## config.mk

```make
export PLATFORM = sky130hd
export DESIGN_NAME = power_mode_startup_sequencer
export DESIGN_NICKNAME = d
export VERILOG_FILES = /design/src/design/power_mode_pkg.sv /design/src/design/power_mode_startup_sequencer.sv
export VERILOG_INCLUDE_DIRS = /design/src /design/src/design
export SDC_FILE = /design/constraint.sdc
export NUM_CORES = 1
export LEC_CHECK = 0
export BUFFER_PORTS_ARGS = -buffer_cell sky130_fd_sc_hd__buf_2
export CORE_ASPECT_RATIO = 1.1
export CORE_MARGIN = 2
export CORE_UTILIZATION = 45
export DETAILED_ROUTE_END_ITERATION = 8
export PLACE_DENSITY = 0.92
export REMOVE_ABC_BUFFERS = 1
export SETUP_SLACK_MARGIN = 0.4
export SYNTH_ARGS = -nofsm -noshare
export SYNTH_HDL_FRONTEND = slang
export SYNTH_SLANG_ARGS = --single-unit
```

## constraint.sdc

```tcl
create_clock -name clk_sys -period 2.1 [get_ports clk_sys]
set_input_delay 0.21 -clock clk_sys [delete_from_list [all_inputs] [get_ports clk_sys]]
set_output_delay 0.21 -clock clk_sys [all_outputs]
set_load 0.03 [all_outputs]
```

## src/design/power_mode_regs.svh

```systemverilog
// constants for the power mode start-up sequencer
`ifndef POWER_MODE_REGS_SVH
`define POWER_MODE_REGS_SVH
`define SETTLE_TIME_NS 1000
`define SETTLE_CYCLES ((`SETTLE_TIME_NS + 7) / 8)
`define RESET_VECTOR_ADDR 32'h0000_0000
`define SEG_LIMIT_B 6'h18
`define SEG_LIMIT_C 6'h20
`define SEG_LIMIT_MAX 6'h28
`define CLK_DIV_NONE 3'h0
`define PSAVE_SLEEP_MAX 2'h3
`endif

```

## src/design/power_mode_pkg.sv

```systemverilog
// types for the power mode start-up sequencer
`default_nettype none
package power_mode_pkg;
  typedef enum logic [5:0] {
    ST_SETTLE = 6'h01,
    ST_RUN = 6'h02,
    ST_SLEEP = 6'h04,
    ST_WAIT = 6'h08,
    ST_RETAIN = 6'h10,
    ST_BACKUP = 6'h20
  } pm_state_t;
  typedef logic [1:0] run_mode_t;
endpackage : power_mode_pkg
`default_nettype wire

```

## src/design/power_mode_startup_sequencer.sv

```systemverilog
// power mode and start-up sequencer with display pad cluster assignment
`timescale 1ns/1ps
`default_nettype none
`include "power_mode_regs.svh"

module power_mode_startup_sequencer
  import power_mode_pkg::*;
(
  // clock and reset
  input wire logic clk_sys,
  input wire logic rst_n,
  // supply monitors and reset sources
  input wire logic analog_supply_low,
  input wire logic reset_request,
  // processor requests
  input wire logic wait_for_interrupt_instruction,
  input wire logic deep_sleep_select,
  input wire logic backup_mode_select,
  input wire logic retention_select,
  input wire logic [1:0] sleep_depth,
  input wire logic [1:0] run_mode_select,
  input wire logic wake_event,
  input wire logic osc_32k_enable,
  // segment display
  input wire logic segment_display_controller_enable,
  input wire logic [5:0] segment_count,
  // i/o configuration
  input wire logic io_config_write,
  input wire logic [7:0] io_config_in,
  // reset and clock control
  output logic core_reset_n,
  output logic cpu_run,
  output logic system_rc_oscillator_select,
  output logic frequency_locked_loop_enable,
  output logic pll_enable,
  output logic [2:0] clock_divider,
  output logic [31:0] reset_vector,
  output logic ahb_clock_run,
  output logic apb_clock_run,
  output logic clock_sources_run,
  output logic osc_32k_run,
  output logic core_domain_power,
  output logic backup_domain_power,
  // mode report
  output logic [1:0] run_mode,
  output logic initial_run_mode,
  output logic [7:0] io_config,
  // display clusters, high means display mode
  output logic display_pad_cluster_a,
  output logic display_pad_cluster_b,
  output logic display_pad_cluster_c
);

  // ******************************
  // state and decode
  // ******************************
  pm_state_t state;
  pm_state_t next_state;
  logic [7:0] settle_count;
  run_mode_t saved_run_mode;
  logic [1:0] sleep_cfg;
  wire chip_reset = analog_supply_low | reset_request;
  wire settle_done = (settle_count == 8'(`SETTLE_CYCLES - 1));
  wire in_run = (state == ST_RUN);
  wire want_backup = deep_sleep_select & backup_mode_select;
  wire want_retain = deep_sleep_select & ~backup_mode_select & retention_select;
  wire want_wait = deep_sleep_select & ~backup_mode_select & ~retention_select;

  always_comb begin
    next_state = state;
    unique case (state)
      ST_SETTLE: if (settle_done) next_state = ST_RUN;
      ST_RUN: begin
        if (wait_for_interrupt_instruction) begin
          if (want_backup) next_state = ST_BACKUP;
          else if (want_retain) next_state = ST_RETAIN;
          else if (want_wait) next_state = ST_WAIT;
          else next_state = ST_SLEEP;
        end
      end
      // requests are ignored here; only wake or a chip reset leaves
      ST_SLEEP, ST_WAIT, ST_RETAIN, ST_BACKUP: if (wake_event) next_state = ST_RUN;
      default: next_state = ST_SETTLE;
    endcase
  end

  // ******************************
  // sequencer registers
  // ******************************
  // reset always wins, so a monitor trip forces the settle sequence again
  always_ff @(posedge clk_sys or negedge rst_n) begin
    if (!rst_n) begin
      state <= ST_SETTLE;
      settle_count <= 8'h00;
    end else if (chip_reset) begin
      state <= ST_SETTLE;
      settle_count <= 8'h00;
    end else begin
      state <= next_state;
      settle_count <= (state == ST_SETTLE && !settle_done) ? settle_count + 8'h01 : 8'h00;
    end
  end

  // run mode is captured at entry and kept while saving power
  always_ff @(posedge clk_sys or negedge rst_n) begin
    if (!rst_n) begin
      saved_run_mode <= 2'h0;
      sleep_cfg <= 2'h0;
    end else if (chip_reset || state == ST_SETTLE) begin
      saved_run_mode <= 2'h0;
      sleep_cfg <= 2'h0;
    end else if (in_run) begin
      saved_run_mode <= run_mode_select;
      if (wait_for_interrupt_instruction) sleep_cfg <= sleep_depth;
    end
  end

  // io configuration lives in the backup domain, untouched by mode changes
  always_ff @(posedge clk_sys or negedge rst_n) begin
    if (!rst_n) io_config <= 8'h00;
    else if (io_config_write && in_run) io_config <= io_config_in;
  end

  // ******************************
  // outputs
  // ******************************
  assign core_reset_n = (state != ST_SETTLE) & (state != ST_BACKUP);
  assign cpu_run = in_run;
  assign system_rc_oscillator_select = 1'b1;
  assign frequency_locked_loop_enable = 1'b0;
  assign pll_enable = 1'b0;
  assign clock_divider = `CLK_DIV_NONE;
  assign reset_vector = `RESET_VECTOR_ADDR;
  wire sleeping = (state == ST_SLEEP);
  wire deep = (state == ST_WAIT) | (state == ST_RETAIN) | (state == ST_BACKUP);
  assign ahb_clock_run = in_run | (sleeping & (sleep_cfg == 2'h0));
  assign apb_clock_run = in_run | (sleeping & (sleep_cfg < 2'h2));
  assign clock_sources_run = ~deep & ~(sleeping & (sleep_cfg == `PSAVE_SLEEP_MAX));
  assign osc_32k_run = osc_32k_enable;
  assign core_domain_power = (state != ST_BACKUP);
  assign backup_domain_power = 1'b1;
  assign run_mode = saved_run_mode;
  assign initial_run_mode = (saved_run_mode == 2'h0);

  // ******************************
  // display pad clusters
  // ******************************
  wire seg_on = segment_display_controller_enable & (segment_count != 6'h00);
  assign display_pad_cluster_a = seg_on;
  assign display_pad_cluster_b = seg_on & (segment_count > `SEG_LIMIT_B);
  assign display_pad_cluster_c = seg_on & (segment_count > `SEG_LIMIT_C);
endmodule : power_mode_startup_sequencer
`default_nettype wire

```

==> results.cfg, run 1 <==
[clock_tree]
clk_pin_slew_worst_paths_ps = 90
clockBufferDepth = 2
clock_sinks = 26
numCtsBuffers = 3
cts_tree = yes
htreeDepth = 1
clock-root-buffer = clkbuf_8
clkLatencyLatePin_ps = 270

[synthesis]
yosys_warnings = 0
yosys_register_bits = 26
synth_cells = 171
seq_area_frac_synth_pct = 39.1
synth_area_per_cell_um2 = 9.75
synth_area_mm2 = 0.00167
synthDistinctLibCells = 41

[layout]
drive_above_1_share_pct = 41.7
final_common_cell = buf_2
nFillCells = 314
nets = 261
diodes = 0
mostFrequentLayoutCells = buf_2 (43), conb_1 (39), dfrtp_1 (20)
area_growth_pct = 22.5

[global_route]
grt_max_degree = 27
grtUsageTotal_pct = 16.4
grt_pass1_wl_um = 5100
antenna_found_initial = 0
grt_pass1_vias = 1210
gr-total-overflow = 0

[pwr]
p_int_uw = 828
ir_drop_uv = 536
switching_share_pct = 37.1
p_seq_share_pct = 44.6
clock_power_share_pct = 21.8
p_per_area_mw_per_mm2 = 644
p_comb_share_pct = 33.6
leakage_uw = 0.00101
switchingPower_uw = 488

[route]
route.detailed.drc = 0
drt.antenna.violating_nets = 0
totalWireLength_um = 3360
drt-vias-per-instance = 4.83
wl_per_cell_um = 12.1
dr_total_vias = 1342
dr.pass1.iters = 4
drtIter0Drc = 47

[setup_path]
r2r_end = state[2]
ff2ff_setup_slack_ps = 260
path_max_fanout = 6
crit_family = simple AND/OR/NAND/NOR gates
endpoint_kind = flop
crit_path_start_kind = flop
rr_worst_depth = 5
criticalPathCategory = flop to flop
path_buf_inv = 0
r2r_start = state[5]
slowest_delay_ps = 470
crit_chain = nor4_4 > nand2_2 > o32ai_2 > a21oi_2 > mux2_1
crit_arrival_ps = 2000
slowest_stage = dfrtp_2
required_ps = 2250

[floorplan]
die_h_um = 67.9
num_rows = 23
die_w_um = 62.0
core-area_mm2 = 0.00360
start_util_pct = 46.4
ios = 90
die-area_mm2 = 0.00421

[timing]
setup_slack_ps = 255
relSlewSlack_pct = 61.7
setup_viol = 0
rsz0062_at_grt = yes
fin_crit_sh_pct = 87.8
period_needed_ps = 1840
worstMarginPinSlew_ps = 574
fmax_mhz = 542
fin_setup_tns_ps = 0
clock_skew_ps = 3.63
slew_violations = 0
final_hold_viol_count = 0

[hold_path]
hp-class = input pin to flop
worstHoldEndpoint = io_config[5]
holdCritStartpoint = io_config_in[5]
holdPathStages = 2

[placement]
dpl.hpwl_um = 2290
numPortBuffers = 48
place.gp.congestion = 0.794
dp_slack_ps = 226

[outcome]
status = finished clean

[flow_run]
drv_cap = 0
[stage by stage]
stage                     instance area [um^2]  util [%]  power (uW)  instances  hold WS (ps)
final                                     2040      56.8        1320        278           167
after global placement                    1790      49.6         992        263           227
after detailed placement                  1790      49.6        1000        263           237
after floorplan                           1480         -         884        165         -85.6
after global routing                      2040      56.8        1380        278           170
after CTS                                 1960      54.4        1310        274           166
[cells by family after synthesis]
kind of cell,synth area share (%)
AOI/OAI and AO/OA,9.23
adders and majority gates,1.50
muxes,8.70
xor gates and xnor gates,4.20
other,0.450
buffers and inverters,20.3
and+or+nand+nor,16.5
DFF,39.1
[how the worst max path moves through the flow]
stage / to / slack [ps] / from / depth (start not counted)
finish: state[2] / 260 / state[5] / 5
CTS: state[2] / 270 / settle_count[0] / 7
global route: state[2] / 190 / state[4] / 5
floorplan: ahb_clock_run / 270 / state[4] / 3
global placement: state[2] / 260 / state[5] / 5
detailed placement: state[2] / 230 / state[5] / 5
[state kept, by name (all words and copies together) (netlist names)]
| register | count |
|---|---|
| run_mode | 2 |
| state | 6 |
| sleep_cfg | 2 |
| settle_count | 8 |
| io_config | 8 |
[cells in the mapped netlist, drive strengths merged]
master / count / area (um^2)
o31ai: 1 / 7.51
xor2: 5 / 43.8
a21oi: 5 / 28.8
mux2: 12 / 135
or3: 2 / 12.5
o32ai: 1 / 16.3
o21ai: 5 / 25.0
and4bb: 1 / 12.5
nand2: 14 / 57.6
dfstp: 1 / 26.3
nor3: 4 / 20.0
buf: 43 / 324
a31oi: 1 / 6.26
nand4b: 1 / 8.76
a21o: 1 / 8.76
clkinv: 1 / 3.75
a2111oi: 2 / 23.8
nor2b: 1 / 6.26
ha: 2 / 25.0
xnor2: 3 / 26.3
o211ai: 2 / 15.0
mux2i: 1 / 10.0
dfrtp: 25 / 626
o21a: 3 / 22.5
nor4: 2 / 18.8
nand3b: 2 / 18.8
nor4b: 1 / 8.76
nand3: 5 / 25.0
inv: 3 / 11.3
nand4: 2 / 12.5
and3: 4 / 25.0
conb: 2 / 7.51
nor2: 13 / 48.8
[routing by layer]
| metal | GRT usage [%] | vias to the layer above | wire, um | share of wire, % |
|---|---|---|---|---|
| li1 | - | 620 | - | - |
| met1 | 19.1 | 633 | 1210 | 36 |
| met3 | 2.84 | 9 | 297 | 8.8 |
| met4 | 6.91 | 0 | 97 | 2.9 |
| met5 | 0 | - | 0 | 0 |
| met2 | 29.0 | 80 | 1750 | 52 |
[power groups by stage]
stage | combinational, uW | sequential [uW] | clock [uW]
after floorplan | 191 | 693 | 0
after detailed placement | 404 | 596 | 0
after global placement | 396 | 596 | 0
after CTS | 427 | 587 | 291
after global routing | 476 | 596 | 307
final | 441 | 587 | 287
[area by class of cell]
cell class,instances,area [um^2],share of cell area [%]
multi-input cells,135,908,44.5
flip-flops and latches,26,658,32.2
repair buffers,59,349,17.1
well taps,50,62.6,3.06
clock buffers,4,45.0,2.20
inverters,4,20.0,0.980
[repair_timing]
item                                   4_1_cts  5_1_grt
resized for setup                           20       14
endpoints found under the hold margin       25        0
pin swaps                                    8        8
hold buffers                                 1        0
setup endpoints to repair                   21       31
buffers inserted                             6        4
(Power assumes the default switching activity.)
==> inputs of run 2 (changes only) <==
--- a/config.mk
+++ b/config.mk
@@ -12,7 +12,6 @@
 export CORE_UTILIZATION = 45
 export DETAILED_ROUTE_END_ITERATION = 8
 export PLACE_DENSITY = 0.92
-export REMOVE_ABC_BUFFERS = 1
 export SETUP_SLACK_MARGIN = 0.4
 export SYNTH_ARGS = -nofsm -noshare
 export SYNTH_HDL_FRONTEND = slang
==> run 2 against run 1 <==
Net effect: clock power down 4%; flip-flop and latch count did not move; non-clock buffer count increased by 1; setup slack lost 64 ps; power is 1.7% lower; global-route usage is 0.42 points higher; final cell count increased by 0.36%; clock skew grew 2.1 ps; largest cell class unchanged; highest routed layer unchanged.
==> results.cfg, run 2 (same netlist as run 1, synthesis figures left out) <==
[floorplan]
start_util_pct = 46.4
die_h_um = 67.9
core-area_mm2 = 0.00360
ios = 90
die_w_um = 62.0
die-area_mm2 = 0.00421
num_rows = 23

[timing]
fin_setup_tns_ps = 0
clock_skew_ps = 5.77
relSlewSlack_pct = 62.8
period_needed_ps = 1910
rsz0062_at_grt = yes
final_hold_viol_count = 0
worstMarginPinSlew_ps = 559
setup_viol = 0
fmax_mhz = 524
slew_violations = 0
fin_crit_sh_pct = 90.9

[pwr]
p_seq_share_pct = 45.6
fin_total_pwr_uw = 1290
switching_share_pct = 36.6
leakage_uw = 0.00102
p_comb_share_pct = 33.1
clock_power_share_pct = 21.3
p_per_area_mw_per_mm2 = 637
ir_drop_uv = 517
switchingPower_uw = 474
p_int_uw = 819

[layout]
regArea_um2 = 658
mostFrequentLayoutCells = buf_2 (44), conb_1 (39), dfrtp_1 (20)
nets = 262
stdcell_count = 279
final_cell_area_mm2 = 0.00203
largestRegisters = io_config: 8 flops, settle_count: 8 flops, state: 6 flops
area_growth_pct = 21.7
drive_above_1_share_pct = 38.9
multiInputGateArea_um2 = 886
nFillCells = 323
final_core_util_pct = 56.4
diodes = 0
final_common_cell = buf_2

[placement]
place.gp.congestion = 0.754
numPortBuffers = 48
dpl.hpwl_um = 2640
postPlaceCellArea_mm2 = 0.00182
dp.cells = 263

[clock_tree]
clock-root-buffer = clkbuf_8
htreeDepth = 1
clk_pin_slew_worst_paths_ps = 80
clkLatencyLatePin_ps = 260
clock_sinks = 26
cts_tree = yes
clockBufferDepth = 2
numCtsBuffers = 3

[route]
dr.pass1.iters = 4
route.detailed.drc = 0
drt-vias-per-instance = 4.92
drt.antenna.violating_nets = 0
totalWireLength_um = 3600
dr_total_vias = 1374
drtIter0Drc = 38
wl_per_cell_um = 12.9

[setup_path]
endpoint_kind = flop
crit_chain = nor4_4 > nand2_2 > o32ai_2 > a21oi_2 > mux2_1
criticalPathCategory = flop to flop
required_ps = 2250
path_max_fanout = 7
slowest_delay_ps = 460
path_buf_inv = 0
crit_family = simple AND/OR/NAND/NOR gates
crit_arrival_ps = 2050
slowest_stage = dfrtp_2
crit_path_start_kind = flop

[flow_run]
drv_cap = 0

[global_route]
grt_pass1_wl_um = 5380
grtUsageTotal_pct = 16.8
grt_pass1_vias = 1281
antenna_found_initial = 0
gr-total-overflow = 0
grt_max_degree = 27

[outcome]
status = finished clean

[hold_path]
hp-class = input pin to flop
[run 2: through the flow]
step                      hold WS, ps  setup slack, ps
after floorplan                 -85.6              327
after global placement            231              275
after detailed placement          233              145
after CTS                         167              234
after global routing              167             94.5
final                             172              191
[run 2: metal layers]
layer	GRT usage, %	vias up	routed length (um)
li1	-	624	-
met1	18.2	671	1280
met2	32.6	73	2020
met3	1.89	6	254
met4	5.85	0	42
met5	0	-	0
[run 2: power by group through the flow]
stage	registers, uW	clock network, uW	logic, uW
floorplan	690	0	259
CTS	591	287	420
global placement	595	0	400
detailed placement	599	0	410
finish	590	275	428
global route	597	304	459
[run 2: final timing paths]
check,from,to,slack (ps),depth (start not counted)
hold / removal,io_config_in[6],io_config[6],170,2
min in group asynchronous,rst_n,io_config[6],460,2
hold reg to reg,settle_count[0],settle_count[0],490,1
setup / recovery,state[2],state[2],190,5
setup reg to reg,state[2],state[2],190,5
max in group asynchronous,rst_n,state[2],1240,2
[run 2: layout make-up]
cell class                 instances  share of cell area (%)
tap                               50                    3.08
inverter                           4                   0.986
sequential                        26                    32.4
timing repair buffer              60                    17.6
clock buffer                       4                    2.22
multi-input combinational        135                    43.6
[run 2: timing repair]
| action | 4_1_cts | 5_1_grt |
|---|---|---|
| setup buffers | 5 | 6 |
| endpoints found under the hold margin | 25 | 0 |
| gates resized for setup | 15 | 6 |
| setup endpoints to repair | 26 | 28 |
| hold buffers | 1 | 0 |
| pin swaps | 6 | 2 |
| gates cloned | 0 | 0 |
